--- src/hdl/aord_pkg.sv ---
// Shared constants and carrier types for the over-range detector
package aord_pkg;

   // Data widths
   localparam int SMP_W = 12;
   localparam int MAG_W = 11;
   localparam int TOP_W = 8;
   localparam int DEC_W = 16;
   localparam int HOLD_W = 3;
   localparam int LEN_W = 11;
   localparam int WIN_W = 9;
   localparam int IDX_W = 10;

   // Register indices; byte address is four times the index
   localparam logic [IDX_W-1:0] IDX_HIGH_THR = 10'h211;
   localparam logic [IDX_W-1:0] IDX_LOW_THR  = 10'h212;
   localparam logic [IDX_W-1:0] IDX_OVR_CFG  = 10'h213;
   localparam logic [IDX_W-1:0] IDX_MODE     = 10'h214;
   localparam logic [IDX_W-1:0] IDX_STATUS   = 10'h215;

   // Reset values
   localparam logic [7:0]  RST_OVR_CFG  = 8'h07;
   localparam logic [7:0]  RST_HIGH_THR = 8'hE4;
   localparam logic [7:0]  RST_LOW_THR  = 8'h40;
   localparam logic [12:0] RST_MODE     = 13'h0000;

   // Field positions
   localparam int CFG_HOLD_LSB    = 0;
   localparam int MODE_SINGLE_BIT = 0;
   localparam int MODE_BGCAL_BIT  = 1;
   localparam int MODE_FMT_LSB    = 8;
   localparam int FMT_W           = 5;

   // Link format codes that carry embedded status, and the complex code that does not
   localparam logic [FMT_W-1:0] FMT_REAL_DEC   = 5'h09;
   localparam logic [FMT_W-1:0] FMT_CPLX_FIRST = 5'h0A;
   localparam logic [FMT_W-1:0] FMT_CPLX_LAST  = 5'h10;
   localparam logic [FMT_W-1:0] FMT_CPLX_SKIP  = 5'h0C;

   // Timing: shortest status pulse in device clock cycles, shortest monitoring windows in samples
   localparam logic [LEN_W-1:0] HOLD_BASE_CYC = 11'h008;
   localparam logic [WIN_W-1:0] WIN_BASE_CPLX = 9'h001;
   localparam logic [WIN_W-1:0] WIN_BASE_REAL = 9'h002;

   typedef struct packed {
      logic high;
      logic low;
   } aord_flags_type;

   typedef struct packed {
      logic [SMP_W-1:0] lane1;
      logic [SMP_W-1:0] lane0;
   } aord_lanes_type;

   typedef struct packed {
      logic [DEC_W-1:0] b;
      logic [DEC_W-1:0] a;
   } aord_dec_type;

   typedef enum logic [1:0] {
      DP_NONE  = 2'b00,
      DP_WRITE = 2'b01,
      DP_READ  = 2'b10
   } aord_dphase_type;

endpackage

--- src/hdl/aord_mag_cmp.sv ---
// Sample magnitude and two-threshold compare
`timescale 1ns/1ps
module aord_mag_cmp (
   // Sample in
   input  wire  logic [aord_pkg::SMP_W-1:0] sample,
   // Thresholds
   input  wire  logic [aord_pkg::TOP_W-1:0] high_threshold,
   input  wire  logic [aord_pkg::TOP_W-1:0] low_threshold,
   // Results
   output logic       [aord_pkg::MAG_W-1:0] mag,
   output aord_pkg::aord_flags_type         hit
);
   import aord_pkg::*;

   logic [SMP_W-1:0] neg;
   logic [TOP_W-1:0] top;

   always_comb begin
      neg = SMP_W'(~sample + 12'h001);
      if (!sample[SMP_W-1]) begin
         mag = sample[MAG_W-1:0];
      end else if (sample == 12'h800) begin
         mag = 11'h7FF; // Most negative code saturates
      end else begin
         mag = neg[MAG_W-1:0];
      end
      top = mag[MAG_W-1:MAG_W-TOP_W];
      hit.high = (top >= high_threshold);
      hit.low  = (top >= low_threshold);
   end

endmodule // aord_mag_cmp

--- src/hdl/aord_stretch.sv ---
// Status pulse stretcher restarted by each over-range event
`timescale 1ns/1ps
module aord_stretch (
   // Clock and reset
   input  wire logic                         clk,
   input  wire logic                         srst,
   // Event and length
   input  wire logic                         hit,
   input  wire logic [aord_pkg::HOLD_W-1:0]  hold_sel,
   // Stretched flag
   output logic                              flag
);
   import aord_pkg::*;

   logic [LEN_W-1:0] cnt_ff;
   logic             flag_ff;
   logic [LEN_W-1:0] len;

   assign len  = LEN_W'(HOLD_BASE_CYC << hold_sel);
   assign flag = flag_ff;

   always_ff @(posedge clk) begin
      if (srst) begin
         cnt_ff  <= 11'h000;
         flag_ff <= 1'b0;
      end else if (hit) begin
         cnt_ff  <= LEN_W'(len - 11'h001); // Restart from latest event
         flag_ff <= 1'b1;
      end else if (cnt_ff != 11'h000) begin
         cnt_ff  <= LEN_W'(cnt_ff - 11'h001);
      end else begin
         flag_ff <= 1'b0;
      end
   end

   a_flag_set: assert property (@(posedge clk) disable iff (srst)
      hit |=> flag)
      else $error("flag not raised after event");

   a_hold_load: assert property (@(posedge clk) disable iff (srst)
      hit |=> (cnt_ff == LEN_W'($past(len) - 11'h001)))
      else $error("hold count not loaded");

   a_hold_drop: assert property (@(posedge clk) disable iff (srst)
      $fell(flag) |-> ($past(cnt_ff) == 11'h000 && !$past(hit)))
      else $error("flag dropped early");

endmodule // aord_stretch

--- src/hdl/aord_top.sv ---
// Over-range detector with status pins, embedded bits and AHB-Lite registers
//
// The AHB-Lite slave port was decided locally.
`timescale 1ns/1ps
module aord_top (
   // Clock and reset
   input  wire logic                    clk,
   input  wire logic                    srst,
   // AHB-Lite slave
   input  wire logic                    hsel,
   input  wire logic [31:0]             haddr,
   input  wire logic [1:0]              htrans,
   input  wire logic                    hwrite,
   input  wire logic [2:0]              hsize,
   input  wire logic                    hready,
   input  wire logic [31:0]             hwdata,
   output logic      [31:0]             hrdata,
   output logic                         hreadyout,
   output logic                         hresp,
   // Converter samples and calibration engine
   input  wire logic                    smp_valid,
   input  wire aord_pkg::aord_lanes_type smp_in,
   input  wire logic                    cal_busy,
   output logic                         smp_out_valid,
   output aord_pkg::aord_lanes_type     smp_out,
   // Over-range status pins
   output logic                         chan_a_high_flag,
   output logic                         chan_a_low_flag,
   output logic                         chan_b_high_flag,
   output logic                         chan_b_low_flag,
   // Decimated data stream
   input  wire logic                    dec_valid,
   input  wire logic                    dec_phase,
   input  wire aord_pkg::aord_dec_type  dec_in,
   output logic                         dec_out_valid,
   output aord_pkg::aord_dec_type       dec_out
);
   import aord_pkg::*;

   // Register file
   logic [7:0]        high_thr_ff;
   logic [7:0]        low_thr_ff;
   logic [7:0]        ovr_cfg_ff;
   logic [12:0]       mode_ff;
   aord_dphase_type   dp_state_ff;
   logic [IDX_W-1:0]  dp_idx_ff;
   logic [31:0]       hrdata_ff;
   logic [31:0]       nxt_hrdata;
   logic              addr_ok;
   logic              ap_take;
   logic              wr_en;

   // Datapath
   logic [HOLD_W-1:0] hold_length_select;
   logic [FMT_W-1:0]  link_format_select;
   logic              single_mode;
   logic              bg_cal;
   logic              take;
   logic              embed_real;
   logic              embed_cplx;
   logic              embed_on;
   logic [WIN_W-1:0]  period;
   logic [WIN_W-1:0]  win_cnt_ff;
   logic              win_end;
   logic [SMP_W-1:0]  lane_smp [2];
   logic [MAG_W-1:0]  lane_mag [2];
   aord_flags_type    lane_hit [2];
   aord_flags_type    pin_flag [2];
   aord_flags_type    emb_ff [2];
   logic              smp_out_valid_ff;
   aord_lanes_type    smp_out_ff;
   logic              dec_out_valid_ff;
   aord_dec_type      dec_out_ff;
   logic [DEC_W-1:0]  dec_word [2];
   logic [DEC_W-1:0]  dec_mark [2];

   assign hold_length_select = ovr_cfg_ff[CFG_HOLD_LSB +: HOLD_W];
   assign link_format_select = mode_ff[MODE_FMT_LSB +: FMT_W];
   assign single_mode        = mode_ff[MODE_SINGLE_BIT];
   assign bg_cal             = mode_ff[MODE_BGCAL_BIT];

   // Bus slave: zero wait states, always OKAY
   assign hreadyout = 1'b1;
   assign hresp     = 1'b0;
   assign hrdata    = hrdata_ff;
   assign addr_ok   = (haddr[31:12] == 20'h00000) && (haddr[1:0] == 2'b00);
   assign ap_take   = hsel && htrans[1] && hready;
   assign wr_en     = (dp_state_ff == DP_WRITE);

   always_ff @(posedge clk) begin
      if (srst) begin
         dp_state_ff <= DP_NONE;
         dp_idx_ff   <= 10'h000;
      end else if (hready) begin
         dp_idx_ff <= addr_ok ? haddr[11:2] : 10'h000;
         case ({ap_take, hwrite})
            2'b11:   dp_state_ff <= DP_WRITE;
            2'b10:   dp_state_ff <= DP_READ;
            default: dp_state_ff <= DP_NONE;
         endcase
      end
   end

   // Read value formed in the address phase so hrdata comes from a flop
   always_comb begin
      nxt_hrdata = 32'h00000000;
      if (addr_ok) begin
         case (haddr[11:2])
            IDX_HIGH_THR: nxt_hrdata = {24'h000000, high_thr_ff};
            IDX_LOW_THR:  nxt_hrdata = {24'h000000, low_thr_ff};
            IDX_OVR_CFG:  nxt_hrdata = {24'h000000, ovr_cfg_ff};
            IDX_MODE:     nxt_hrdata = {19'h00000, mode_ff};
            IDX_STATUS:   nxt_hrdata = {27'h0000000, cal_busy,
                                        pin_flag[1].low, pin_flag[1].high,
                                        pin_flag[0].low, pin_flag[0].high};
            default:      nxt_hrdata = 32'h00000000;
         endcase
      end
   end

   always_ff @(posedge clk) begin
      if (srst) begin
         hrdata_ff <= 32'h00000000;
      end else if (ap_take && !hwrite) begin
         hrdata_ff <= nxt_hrdata;
      end
   end

   always_ff @(posedge clk) begin
      if (srst) begin
         high_thr_ff <= RST_HIGH_THR;
         low_thr_ff  <= RST_LOW_THR;
      end else if (wr_en && dp_idx_ff == IDX_HIGH_THR) begin
         high_thr_ff <= hwdata[7:0];
      end else if (wr_en && dp_idx_ff == IDX_LOW_THR) begin
         low_thr_ff <= hwdata[7:0];
      end
   end

   always_ff @(posedge clk) begin
      if (srst) begin
         ovr_cfg_ff <= RST_OVR_CFG;
      end else if (wr_en && dp_idx_ff == IDX_OVR_CFG) begin
         ovr_cfg_ff <= {5'h00, hwdata[CFG_HOLD_LSB +: HOLD_W]};
      end
   end

   always_ff @(posedge clk) begin
      if (srst) begin
         mode_ff <= RST_MODE;
      end else if (wr_en && dp_idx_ff == IDX_MODE) begin
         mode_ff <= {hwdata[12:8], 6'h00, hwdata[1:0]};
      end
   end

   // Foreground calibration stops sampling; background keeps it running
   assign take = smp_valid && !(cal_busy && !bg_cal);

   // Lane 0 feeds the A pins, lane 1 the B pins. In dual mode the lanes are
   // channels A and B on the rising edge; in single mode they are the rising
   // and falling edge samples of one input, so each threshold spans both pins.
   assign lane_smp[0] = smp_in.lane0;
   assign lane_smp[1] = smp_in.lane1;

   always_ff @(posedge clk) begin
      if (srst) begin
         smp_out_valid_ff <= 1'b0;
         smp_out_ff       <= '0;
      end else begin
         smp_out_valid_ff <= take;
         if (take) begin
            smp_out_ff <= smp_in; // Twos complement codes pass unchanged
         end
      end
   end

   assign smp_out_valid = smp_out_valid_ff;
   assign smp_out       = smp_out_ff;

   // Embedding only in decimating formats
   assign embed_real = (link_format_select == FMT_REAL_DEC);
   assign embed_cplx = (link_format_select >= FMT_CPLX_FIRST) &&
                       (link_format_select <= FMT_CPLX_LAST) &&
                       (link_format_select != FMT_CPLX_SKIP);
   assign embed_on   = embed_real || embed_cplx;

   assign period  = embed_real ? WIN_W'(WIN_BASE_REAL << hold_length_select)
                               : WIN_W'(WIN_BASE_CPLX << hold_length_select);
   // Greater-or-equal so a shortened period mid-window still wraps
   assign win_end = take && (win_cnt_ff >= WIN_W'(period - 9'h001));

   always_ff @(posedge clk) begin
      if (srst) begin
         win_cnt_ff <= 9'h000;
      end else if (win_end) begin
         win_cnt_ff <= 9'h000;
      end else if (take) begin
         win_cnt_ff <= WIN_W'(win_cnt_ff + 9'h001);
      end
   end

   genvar l;
   generate
      for (l = 0; l < 2; l++) begin : g_lane
         aord_flags_type acc_ff;

         // Same threshold pair on both lanes
         aord_mag_cmp u_mag (
            .sample         (lane_smp[l]),
            .high_threshold (high_thr_ff),
            .low_threshold  (low_thr_ff),
            .mag            (lane_mag[l]),
            .hit            (lane_hit[l])
         );

         aord_stretch u_hold_high (
            .clk      (clk),
            .srst     (srst),
            .hit      (take && lane_hit[l].high),
            .hold_sel (hold_length_select),
            .flag     (pin_flag[l].high)
         );

         aord_stretch u_hold_low (
            .clk      (clk),
            .srst     (srst),
            .hit      (take && lane_hit[l].low),
            .hold_sel (hold_length_select),
            .flag     (pin_flag[l].low)
         );

         // Window accumulator; the sample that closes a window still counts
         always_ff @(posedge clk) begin
            if (srst) begin
               acc_ff    <= '0;
               emb_ff[l] <= '0;
            end else if (win_end) begin
               acc_ff    <= '0;
               emb_ff[l] <= acc_ff | lane_hit[l];
            end else if (take) begin
               acc_ff <= acc_ff | lane_hit[l];
            end
         end

         // I or even samples carry the high flag, Q or odd the low flag
         assign dec_word[l] = l == 0 ? dec_in.a : dec_in.b;
         assign dec_mark[l] = {dec_word[l][DEC_W-1:1],
                               dec_phase ? emb_ff[l].low : emb_ff[l].high};
      end
   endgenerate

   assign chan_a_high_flag = pin_flag[0].high;
   assign chan_a_low_flag  = pin_flag[0].low;
   assign chan_b_high_flag = pin_flag[1].high;
   assign chan_b_low_flag  = pin_flag[1].low;

   always_ff @(posedge clk) begin
      if (srst) begin
         dec_out_valid_ff <= 1'b0;
         dec_out_ff       <= '0;
      end else begin
         dec_out_valid_ff <= dec_valid;
         if (dec_valid) begin
            dec_out_ff.a <= embed_on ? dec_mark[0] : dec_in.a;
            dec_out_ff.b <= embed_on ? dec_mark[1] : dec_in.b;
         end
      end
   end

   assign dec_out_valid = dec_out_valid_ff;
   assign dec_out       = dec_out_ff;

   a_mag_saturate: assert property (@(posedge clk) disable iff (srst)
      (lane_smp[0] == 12'h800) |-> (lane_mag[0] == 11'h7FF))
      else $error("most negative code not saturated");

   a_mag_example: assert property (@(posedge clk) disable iff (srst)
      (lane_smp[1] == 12'h810) |-> (lane_mag[1][10:3] == 8'hFE))
      else $error("magnitude of -2032 wrong");

   a_fg_halt: assert property (@(posedge clk) disable iff (srst)
      (smp_valid && cal_busy && !bg_cal) |=> !smp_out_valid)
      else $error("sample taken during foreground calibration");

   a_cfg_reset: assert property (@(posedge clk)
      ($past(srst) && !srst) |-> (ovr_cfg_ff == RST_OVR_CFG))
      else $error("config register reset value wrong");

   a_emb_i_lsb: assert property (@(posedge clk) disable iff (srst)
      (dec_valid && embed_cplx && !dec_phase) |=>
      (dec_out.a[0] == $past(emb_ff[0].high) && dec_out.a[15:1] == $past(dec_in.a[15:1])))
      else $error("I sample LSB not high-threshold status");

   a_emb_off: assert property (@(posedge clk) disable iff (srst)
      (dec_valid && !embed_on) |=> (dec_out == $past(dec_in)))
      else $error("data altered outside decimating formats");

   a_win_wrap: assert property (@(posedge clk) disable iff (srst)
      (take && embed_real && win_cnt_ff == WIN_W'(period - 9'h001)) |=> (win_cnt_ff == 9'h000))
      else $error("monitoring window did not wrap");

   a_pin_follow: assert property (@(posedge clk) disable iff (srst)
      (take && lane_hit[1].low) |=> chan_b_low_flag [*8])
      else $error("low flag pulse shorter than eight cycles");

   a_real_lsb: assert property (@(posedge clk) disable iff (srst)
      (dec_valid && embed_real && dec_phase) |=> (dec_out.b[0] == $past(emb_ff[1].low)))
      else $error("odd sample LSB not low-threshold status");

   a_win_cplx: assert property (@(posedge clk) disable iff (srst)
      (take && embed_cplx && win_cnt_ff == WIN_W'(period - 9'h001)) |=> (win_cnt_ff == 9'h000))
      else $error("complex monitoring window did not wrap");

   a_cfg_readback: assert property (@(posedge clk) disable iff (srst)
      (ap_take && !hwrite && addr_ok && haddr[11:2] == IDX_OVR_CFG) |=>
      (hrdata == {24'h000000, $past(ovr_cfg_ff)}))
      else $error("config register read back wrong");

   a_single_span: assert property (@(posedge clk) disable iff (srst)
      (take && single_mode && lane_hit[1].high) |=> chan_b_high_flag)
      else $error("second-edge sample missed its high pin");

endmodule // aord_top

--- config.mk ---
export PLATFORM = sky130hd
export DESIGN_NAME = aord_top
export DESIGN_NICKNAME = d
export VERILOG_FILES = /design/src/hdl/aord_pkg.sv /design/src/hdl/aord_mag_cmp.sv /design/src/hdl/aord_stretch.sv /design/src/hdl/aord_top.sv
export SDC_FILE = /design/constraint.sdc
export NUM_CORES = 1
export LEC_CHECK = 0
export ABC_AREA = 1
export ABC_CLOCK_PERIOD_IN_PS = 9460
export BUFFER_PORTS_ARGS = -buffer_cell sky130_fd_sc_hd__buf_2
export CELL_PAD_IN_SITES_DETAIL_PLACEMENT = 0
export CELL_PAD_IN_SITES_GLOBAL_PLACEMENT = 1
export CORE_MARGIN = 2
export CORE_UTILIZATION = 41
export DETAILED_ROUTE_END_ITERATION = 12
export GPL_ROUTABILITY_DRIVEN = 0
export HOLD_SLACK_MARGIN = 0.03
export PLACE_DENSITY_LB_ADDON = 0.1
export SLEW_MARGIN = 20
export SYNTH_ARGS = -nofsm -noshare
export SYNTH_HDL_FRONTEND = slang
export SYNTH_SLANG_ARGS = --single-unit
--- constraint.sdc ---
create_clock -name clk -period 9.46 [get_ports clk]
set_clock_uncertainty 0.05 [all_clocks]
set_input_delay 1.419 -clock clk [delete_from_list [all_inputs] [get_ports clk]]
set_output_delay 1.419 -clock clk [all_outputs]
set_load 0.005 [all_outputs]
==> impl_summary.log, run 1 <==
INFO  metric clock_root_buffer = clkbuf_16
INFO  metric synth_adder_area_share = 0.0636
INFO  metric antenna_found_initial = 1
INFO  metric synth_enable_flop_cells = 4
INFO  metric grt-ovfl-total = 0
INFO  metric longest_individual_stage_delay_on_the_worst_path = 430 ps
INFO  metric clk_pin_slew = 80 ps
INFO  metric ys_top_cells_by_count = nand2_1, nor2_1, dfxtp_1
INFO  metric internal_power = 1.43 mW
INFO  metric num_antenna_cells = 0
INFO  metric power_switching = 0.774 mW
INFO  metric synth.avg_cell_area = 6.82 um^2
INFO  metric fill_cells = 2393
INFO  metric grt_pass1_vias = 8478
INFO  metric clk_path_buf_depth = 2
INFO  metric slew_violations = 0
INFO  metric detail_route.first_pass.iterations = 5
INFO  metric power.clock.fraction = 0.321
INFO  metric setup_slack_on_the_worst_flop_to_flop_path = 5620 ps
INFO  metric crit_reg_reg_endpoint = emb_ff[1][0]
INFO  metric hold_path_startpoint = g_lane[0].u_hold_low.cnt_ff[10]
INFO  metric floorplan.die.height = 156 um
INFO  metric pwr-share-comb = 0.279
INFO  metric grt_use_total = 0.216
INFO  metric r2r_start = mode_ff[9]
INFO  metric fmax = 242 MHz
INFO  metric drc = 0
INFO  metric unrepaired_setup_endpoints_after_global_routing = no
INFO  metric worst-path-max-fanout = 15
INFO  metric wl_met1 = 12.5 mm
INFO  metric worstPathArrival = 4380 ps
INFO  metric synth_area_leaders = dfxtp_1, nand2_1, nor2_1
INFO  metric worst_slew_margin_rel = 0.315
INFO  metric post-cts-setup-buffers = 0
INFO  metric synth_top_cell_area_share = 0.360
INFO  metric layout_worst_path_cycle_share = 0.437
INFO  metric yosys.area_share.simple = 0.311
INFO  metric port_buffers = 185
INFO  metric worst-slew-pin-transition = 1030 ps
INFO  metric initial_core_util = 0.417
INFO  metric hold_crit_endpoint = g_lane[0].u_hold_low.cnt_ff[10]
INFO  metric overall_power = 2.21 mW
INFO  metric part_of_the_power_in_registers = 0.400
INFO  metric tritoncts.num_buffers = 17
INFO  metric hold_viol_final = 0
INFO  metric met3WireLength = 1.40 mm
INFO  metric worst_path_most_repeated_cell = nand2_1
INFO  metric power-per-cell-area = 200 nW/um^2
INFO  metric grt_pass1_wl = 42.4 mm
INFO  metric synth_area = 9450 um^2
INFO  metric die_x = 156 um
INFO  metric core-area = 22600 um^2
INFO  metric hold_depth = 2
INFO  metric worstPathRequired = 9700 ps
INFO  metric endpoint_kind = flip-flop
INFO  metric post-synth-top-count-cell = nand2_1
INFO  metric switching_share = 0.351
INFO  metric setup_viol = 0
INFO  metric detail_route.wirelength = 25.5 mm
INFO  metric yosys-mux-area-fraction = 0.00238
INFO  metric place_hpwl = 18.9 mm
INFO  metric row_count = 55
INFO  metric tritoncts = done
INFO  metric irDropWorstVdd = 131 uV
INFO  metric run_status = finished clean
INFO  metric layout-drive-gt1-share = 0.161
INFO  metric power.static_leakage = 5.43 nW
INFO  metric drt-vias-per-instance = 4.84
INFO  metric synth-seq-cells = 174
INFO  metric met2RoutedLength = 11.3 mm
INFO  metric synth_cell_types = 37
INFO  metric synth_top_family_by_area = simple AND/OR/NAND/NOR gates
INFO  metric ys_seq_area_frac = 0.373
INFO  metric ys_dominant_reg_cell = dfxtp_1
INFO  metric synth_xor_area_frac = 0.0315
INFO  metric h-tree-depth = 4
INFO  metric die_area = 24300 um^2
INFO  metric criticalPathCategory = in2reg
INFO  metric finalWorstPathRequiredPeriod = 4140 ps
INFO  metric post_dr_wirelength_cell = 13.8 um
INFO  metric ios = 230
INFO  metric timing.max_cap.violations = 0
INFO  metric cpMaxStageDelayCell = nand2_1
INFO  metric post_cts_resize_count = 0
INFO  metric synth-compound-area-share = 0.123
INFO  metric totalNegativeSetupSlack = 0 ps
INFO  metric min_path_type = reg2reg
INFO  metric yosys_top_cell_by_area = dfxtp_1
INFO  metric areaGrowthSynthToFinish = 16.8%
INFO  metric worst_r2r_path_depth = 17
INFO  metric insertion_delay = 430 ps
INFO  metric cts_hold_buffers = 0
INFO  metric cts.sinks = 174
INFO  metric detailroute.via_count = 8912
INFO  metric cp_launch_type = primary input
INFO  metric finish.net_count = 1725
INFO  metric drt_antenna_net_count = 0
INFO  metric drt_iter0_drc = 475
INFO  metric top_layer = met5
INFO  metric yosysWarnings = 0
INFO  metric synth-async-reset-ratio = 0
INFO  metric worstPathCellList = buf_2, inv_1, nand2_1, nor2_1, nand4_1, nor3_2, nand3_1, nand3_1, ha_1, nand2_1, nand3_1, nand2_1, nand2_1, nand2_1, nand2_1, nand2_1, inv_1, nand2_1, a21oi_1
INFO  metric grt_start_max_net_pins = 106
INFO  metric netlist_instances = 1385
## worst max-delay path: cells and delay by family
kind            cells  cell delay, ps
compound gates      1              60
fa+ha+maj           1             260
buf+inv             3             420
simple gates       14            2200
## cells by family after synthesis
family / Yosys count
mux: 2
flops: 174
compound gates: 224
buf+inv: 208
simple gates: 693
xor+xnor: 34
other cells: 2
fa+ha+maj: 48
## registers in the layout, summed over array words and instances (netlist names)
name	flops
dec_out	32
low_thr_ff	8
high_thr_ff	8
g_lane.u_hold_low.cnt_ff	22
smp_out_valid	1
dec_out_valid	1
g_lane.u_hold_low.flag	2
hrdata	13
g_lane.u_hold_high.cnt_ff	22
emb_ff	4
ovr_cfg_ff	3
dp_state_ff	2
smp_out	24
dp_idx_ff	10
g_lane.u_hold_high.flag	2
win_cnt_ff	9
g_lane.acc_ff	4
mode_ff	7
## layout by cell type (no fill, tap or decap), types with 2 or more instances in the layout
master,instances
clkbuf_16,17
or2_2,7
nor2_2,7
edfxtp_1,4
inv_1,138
nand2_2,3
mux2_2,2
inv_8,6
inv_6,3
nand3b_1,8
a31oi_1,7
nand2_1,276
xor2_1,23
o21ai_1,2
o21ai_0,108
a21oi_1,96
nand4_1,20
nor3_2,2
nor4_1,3
buf_2,185
o211ai_1,5
ha_1,48
xnor2_1,11
clkinv_8,3
nor3_1,17
buf_4,2
nor2_4,4
conb_1,21
inv_2,3
nor2_1,242
o21a_1,4
dfxtp_1,170
nand3_1,100
## per-stage QoR
stage,utilization,cells,area (um^2),worst slack (ps),hold WS (ps)
floorplan,-,1404,9520,5830,374
global placement,0.461,1809,10400,4800,383
detailed placement,0.461,1809,10400,4810,388
CTS,0.487,1841,11000,5260,399
global route,0.487,1841,11000,4870,425
finish,0.487,1841,11000,5320,397
## final cells by class
class	count	area (um^2)	area share
clock inverter	15	164	0.0149
timing repair buffer	187	941	0.0853
inverter	141	529	0.0480
multi-input combinational	1022	5100	0.462
clock buffer	17	425	0.0385
tap	285	357	0.0323
sequential	174	3520	0.319
## power groups by stage
stage	Sequential (mW)	Clock, mW	Combinational, mW
after floorplan	0.888	0	0.489
after global placement	0.899	0	0.611
after detailed placement	0.898	0	0.617
after CTS	0.883	0.724	0.621
after global routing	0.895	0.750	0.723
final	0.884	0.708	0.615
## worst max path at each step
stage	start	end	slack, ps	depth (start not counted)
2_1_floorplan	smp_in[0]	g_lane[0].u_hold_high.cnt_ff[8]	5830	20
3_3_place_gp	smp_in[12]	g_lane[1].u_hold_high.cnt_ff[3]	4800	19
3_5_place_dp	smp_in[12]	g_lane[1].u_hold_high.cnt_ff[3]	4810	19
4_1_cts	smp_in[12]	g_lane[1].u_hold_high.cnt_ff[3]	5260	19
5_1_grt	smp_in[12]	g_lane[1].acc_ff[1]	4870	19
6_report	smp_in[12]	g_lane[1].u_hold_high.cnt_ff[3]	5320	19
## metal layers
layer  global-route usage  vias up
li1                     -     4749
met1                0.291     3968
met2                0.351      176
met3               0.0544       17
met4               0.0459        2
met5                    0        -
(Power assumes the default switching activity.)
==> run 2, diff against run 1 <==
Settings changed: ABC_AREA 1 to 0, ABC_CLOCK_PERIOD_IN_PS 9460 to 3600, CORE_UTILIZATION 41 to 36.
Clock period 9.46 ns to 3.6 ns, I/O delays scaled along.
==> run 2 against run 1 <==
Wire length down 2.4%. Synthesized cell count down 23%. Sequential share of layout area shrank 0.45 points. Area after synthesis is 4.1% lower. Cell count fell by 12%. Total power rose to 2.6 times the previous value. Largest power group unchanged. Non-clock buffer count increased by 55. Highest routed layer unchanged. Clock power rose to 2.6 times the previous value. Critical endpoint is now g_lane[0].u_hold_high.cnt_ff[9]. Die area rose by 9.0%. Combinational power grew to 2.5 times the previous value. Sequential power grew to 2.7 times the previous value.
==> impl_summary.log, run 2 <==
INFO  metric drc = 0
INFO  metric fmax = 294 MHz
INFO  metric port_buffers = 185
INFO  metric dp_slack = -281 ps
INFO  metric synth-async-reset-ratio = 0
INFO  metric layout-drive-gt1-share = 0.237
INFO  metric place_hpwl = 18.5 mm
INFO  metric h-tree-depth = 4
INFO  metric detail_route.first_pass.iterations = 4
INFO  metric finalWorstPathRequiredPeriod = 3400 ps
INFO  metric tritoncts = done
INFO  metric hold_viol_final = 0
INFO  metric drt-vias-per-instance = 4.91
INFO  metric final_cell_area_excluding_filler_cells = 11200 um^2
INFO  metric detailroute.via_count = 7933
INFO  metric finish.net_count = 1452
INFO  metric endpoint_kind = flip-flop
INFO  metric worstPathArrival = 3720 ps
INFO  metric worst_slew_margin_rel = 0.370
INFO  metric drt_antenna_net_count = 0
INFO  metric drt_iter0_drc = 499
INFO  metric ys_top_cells_by_count = dfxtp_1, nand2_1, nor2_1
INFO  metric ys_dominant_reg_cell = dfxtp_1
INFO  metric totalNegativeSetupSlack = 0 ps
INFO  metric antenna_found_initial = 2
INFO  metric post-synth-top-count-cell = dfxtp_1
INFO  metric synth_area = 9060 um^2
INFO  metric grt_start_max_net_pins = 118
INFO  metric insertion_delay = 440 ps
INFO  metric worst-slew-pin-transition = 945 ps
INFO  metric grt_use_total = 0.188
INFO  metric finalCoreUtilization = 0.448
INFO  metric ios = 230
INFO  metric clk_path_buf_depth = 2
INFO  metric post_dr_wirelength_cell = 15.4 um
INFO  metric synth_area_leaders = dfxtp_1, mux2i_1, ha_1
INFO  metric power.static_leakage = 5.18 nW
INFO  metric min_path_type = in2reg
INFO  metric core-area = 25000 um^2
INFO  metric worstPathRequired = 3910 ps
INFO  metric synth.avg_cell_area = 8.53 um^2
INFO  metric floorplan.die.height = 163 um
INFO  metric row_count = 58
INFO  metric tritoncts.num_buffers = 17
INFO  metric yosys_top_cell_by_area = dfxtp_1
INFO  metric final.hold.worst_slack = 276 ps
INFO  metric post-cts-setup-buffers = 0
INFO  metric die_x = 163 um
INFO  metric fill_cells = 2580
INFO  metric setup_slack = 197 ps
INFO  metric yosysWarnings = 0
INFO  metric worst-path-max-fanout = 9
INFO  metric areaGrowthSynthToFinish = 23.5%
INFO  metric final_common_cell = buf_2
INFO  metric cp_launch_type = primary input
INFO  metric ys_seq_area_frac = 0.389
INFO  metric grt-ovfl-total = 0
INFO  metric clk_pin_slew = 70 ps
INFO  metric synth_cell_types = 69
INFO  metric synth_top_cell_area_share = 0.376
INFO  metric detail_route.wirelength = 24.9 mm
INFO  metric synth_enable_flop_cells = 4
INFO  metric die_area = 26500 um^2
INFO  metric largest_reg_flops = 32
INFO  metric run_status = finished clean
INFO  metric slew_violations = 0
INFO  metric initial_core_util = 0.363
INFO  metric placed_cell_area = 10600 um^2
INFO  metric criticalPathCategory = in2reg
INFO  metric grt_pass1_vias = 7398
INFO  metric irDropWorstVdd = 315 uV
INFO  metric timing.max_cap.violations = 0
INFO  metric layout_worst_path_cycle_share = 0.945
INFO  metric setup_viol = 0
INFO  metric power-per-cell-area = 518 nW/um^2
INFO  metric clock_root_buffer = clkbuf_16
INFO  metric grt_pass1_wl = 39.3 mm
INFO  metric cts.sinks = 174
INFO  metric synth-seq-cells = 174
INFO  metric netlist_instances = 1062
INFO  metric final_cell_mix = buf_2, dfxtp_1, nand2_1
## run 2: cell types whose count changed after synthesis, moves of 16 or more
cell / delta
a21oi_1: -16
inv_1: -104
mux2i_1: +84
nand2_1: -126
nand3_1: -79
nor2_1: -133
o21ai_0: -75
## run 2: kinds of logic (layout without fill, tap and decap cells)
| kind of cell | count (synthesis) | count (layout) | synth area share |
|---|---|---|---|
| AO/OA/AOI/OAI | 196 | 196 | 0.135 |
| XOR/XNOR | 40 | 40 | 0.0387 |
| adder cells (fa/ha/maj) | 48 | 48 | 0.0663 |
| buffers and inverters | 107 | 309 | 0.0541 |
| flip-flops | 174 | 174 | 0.389 |
| multiplexers | 91 | 91 | 0.102 |
| other | 2 | 23 | 0.000829 |
| AND/OR/NAND/NOR | 404 | 404 | 0.215 |
## run 2: path summary, 6_finish.rpt
check | from | end | slack (ps) | cells after the start
setup reg to reg | mode_ff[11] | emb_ff[1][0] | 240 | 15
hold / removal | hwdata[12] | mode_ff[12] | 280 | 3
setup / recovery | smp_in[0] | g_lane[0].u_hold_high.cnt_ff[9] | 200 | 14
hold reg to reg | smp_out[20] | smp_out[20] | 400 | 2
## run 2: what timing repair did
action / in CTS / in global routing
setup endpoints to repair: 0 / 10
hold buffers: 0 / 0
hold endpoints to repair: 0 / 0
gates resized for setup: 0 / 5
## run 2: cell type report
cell class                 instances  area (um^2)  area share
multi-input combinational        800         5140       0.459
sequential                       174         3520       0.315
timing repair buffer             242         1390       0.125
clock buffer                      17          425      0.0380
tap                              330          413      0.0369
clock inverter                    15          160      0.0143
inverter                          35          131      0.0117
antenna                            2         5.00    0.000447
## run 2: layer usage
| layer | global-route usage | vias to the layer above | routed length [um] |
|---|---|---|---|
| li1 | - | 4107 | - |
| met1 | 0.258 | 3645 | 11800 |
| met2 | 0.304 | 157 | 11700 |
| met3 | 0.0341 | 22 | 965 |
| met4 | 0.0527 | 2 | 357 |
| met5 | 0 | - | 13 |
## run 2: report_power, final
| part | total (mW) | internal (mW) | switching [mW] |
|---|---|---|---|
| sequential | 2.38 | 2.16 | 0.218 |
| combinational | 1.56 | 0.730 | 0.834 |
| clock | 1.86 | 0.933 | 0.926 |
| total | 5.80 | 3.82 | 1.98 |
## run 2: worst max-delay path: stages
cell	delay, ps
buf_2	120
nor4_4	280
nand3b_1	120
or2_1	250
or4b_1	540
and2_4	170
ha_1	260
nand2b_1	160
a2111oi_2	380
buf_4	180
o211ai_1	130
nand2_1	170
buf_4	200
mux2i_1	200
## run 2: through the flow
step	total power, mW	std cells
after floorplan	3.56	1081
after global placement	3.97	1581
after detailed placement	3.98	1581
after CTS	5.87	1613
after global routing	6.20	1614
final	5.80	1615
==> run 3, diff against run 2 <==
Settings changed: CAP_MARGIN set to 20, CORE_MARGIN 2 to 1.5.
==> run 3 against run 2 <==
Global-route usage grew 0.16 points. Maximum frequency rose by 0.81%. Total power down 0.13%. Register-to-register slack worse by 20 ps. Sequential share of layout area decreased by 0.27 points. Worst setup slack gained 27 ps. Hold slack gained 3.7 ps.
==> impl_summary.log, run 3 (synthesis results as in run 2) <==
INFO  metric final.hold.worst_slack = 280 ps
INFO  metric fmax = 296 MHz
INFO  metric area_occupied_by_multi_input_gates = 5170 um^2
INFO  metric worstPathRequired = 3740 ps
INFO  metric criticalPathCategory = reg2reg
INFO  metric final_common_cell = buf_2
INFO  metric slew_violations = 0
INFO  metric areaGrowthSynthToFinish = 24.6%
INFO  metric power.static_leakage = 5.27 nW
INFO  metric ios = 230
INFO  metric drc = 0
INFO  metric hold_viol_final = 0
INFO  metric detail_route.wirelength = 24.5 mm
INFO  metric worstPathCellList = nor2b_1, nand3_1, ha_1, nand2_1, ha_2, nand2_1, buf_4, a41oi_1, ha_1, a2111oi_2, o21ai_1, a41oi_2, nand2b_4, o21ba_2
INFO  metric layout-drive-gt1-share = 0.246
INFO  metric overall_power = 5.79 mW
INFO  metric floorplan.die.height = 162 um
INFO  metric detailroute.via_count = 7977
INFO  metric insertion_delay = 440 ps
INFO  metric min_path_type = in2reg
INFO  metric irDropWorstVdd = 285 uV
INFO  metric cp_launch_type = flip-flop
INFO  metric fill_cells = 2527
INFO  metric grt_start_max_net_pins = 68
INFO  metric die_x = 162 um
INFO  metric longest_individual_stage_delay_on_the_worst_path = 370 ps
INFO  metric cts_hold_buffers = 0
INFO  metric power-per-cell-area = 513 nW/um^2
INFO  metric tritoncts = done
INFO  metric tritoncts.num_buffers = 17
INFO  metric final-seq-area = 3520 um^2
INFO  metric endpoint_kind = flip-flop
INFO  metric clk_path_buf_depth = 2
INFO  metric cp_num_buf_inv = 1
INFO  metric worst_slew_margin_rel = 0.370
INFO  metric h-tree-depth = 4
INFO  metric clock_root_buffer = clkbuf_16
INFO  metric grt_use_total = 0.190
INFO  metric worst-path-max-fanout = 6
INFO  metric run_status = finished clean
INFO  metric grt-ovfl-total = 0
INFO  metric post_dr_wirelength_cell = 15.2 um
INFO  metric detail_route.first_pass.iterations = 4
INFO  metric worstPathArrival = 3520 ps
INFO  metric antenna_found_initial = 0
INFO  metric totalNegativeSetupSlack = 0 ps
INFO  metric finish.net_count = 1464
INFO  metric cpMaxStageDelayCell = a2111oi_2
INFO  metric row_count = 57
INFO  metric finalWorstPathRequiredPeriod = 3380 ps
INFO  metric initial_core_util = 0.369
INFO  metric layout_worst_path_cycle_share = 0.938
INFO  metric setup_slack = 225 ps
INFO  metric die_area = 26100 um^2
INFO  metric place_hpwl = 18.7 mm
INFO  metric final_cell_mix = buf_2, dfxtp_1, nand2_1
INFO  metric drt-vias-per-instance = 4.93
INFO  metric dp_slack = -244 ps
INFO  metric setup_viol = 0
INFO  metric drt_antenna_net_count = 0
INFO  metric cts.sinks = 174
INFO  metric largest_reg_flops = 32
INFO  metric port_buffers = 185
INFO  metric grt_pass1_vias = 7711
INFO  metric drt_iter0_drc = 378
INFO  metric worst-slew-pin-transition = 936 ps
INFO  metric finalCoreUtilization = 0.460
INFO  metric core-area = 24500 um^2
INFO  metric timing.max_cap.violations = 0
INFO  metric clk_pin_slew = 80 ps
INFO  metric critPathTopFamily = compound AO/OA/AOI/OAI gates
INFO  metric num_antenna_cells = 0
INFO  metric grt_pass1_wl = 39.3 mm
==> run 3: per-layer routing <==
layer,wire (um),track usage,up-vias
li1,-,-,4127
met2,11700,0.319,140
met1,11600,0.246,3690
met4,375,0.0509,0
met3,830,0.0406,20
met5,0,0,-
==> run 3: power by group <==
part	total (mW)	internal [mW]	switching, mW	leakage, nW
clock	1.86	0.933	0.928	0.283
sequential	2.38	2.16	0.218	1.43
combinational	1.55	0.732	0.821	3.55
total	5.79	3.82	1.97	5.27
==> run 3: cell type report <==
cell class,count,area share
clock buffer,17,0.0377
sequential,174,0.312
clock inverter,15,0.0145
tap,324,0.0359
timing repair buffer,254,0.130
inverter,35,0.0116
multi-input combinational,800,0.458
==> run 3: worst register-to-register path, delay by kind of cell, from the launching register on <==
family | cells | cell delay (ps)
AO/OA/AOI/OAI | 5 | 1160
adder cells (fa/ha/maj) | 3 | 830
AND/OR/NAND/NOR | 5 | 650
flip-flops | 1 | 320
buffers and inverters | 1 | 130
==> run 3: what timing repair did <==
item	CTS	global route
buffers inserted	0	0
resized for setup	0	10
endpoints found under the hold margin	0	0
setup endpoints to repair	0	22
==> run 3: worst paths after layout <==
check	startpoint	end	slack [ps]	cells past startpoint
max	mode_ff[11]	emb_ff[0][1]	220	14
min	dec_in[27]	dec_out[27]	280	3
max reg2reg	mode_ff[11]	emb_ff[0][1]	220	14
min reg2reg	smp_out[10]	smp_out[10]	400	2
==> run 3: per-stage QoR <==
step,area (um^2),instances
5_1_grt,11300,1619
6_report,11300,1619
2_1_floorplan,9140,1081
3_3_place_gp,10700,1587
3_5_place_dp,10700,1587
4_1_cts,11200,1619
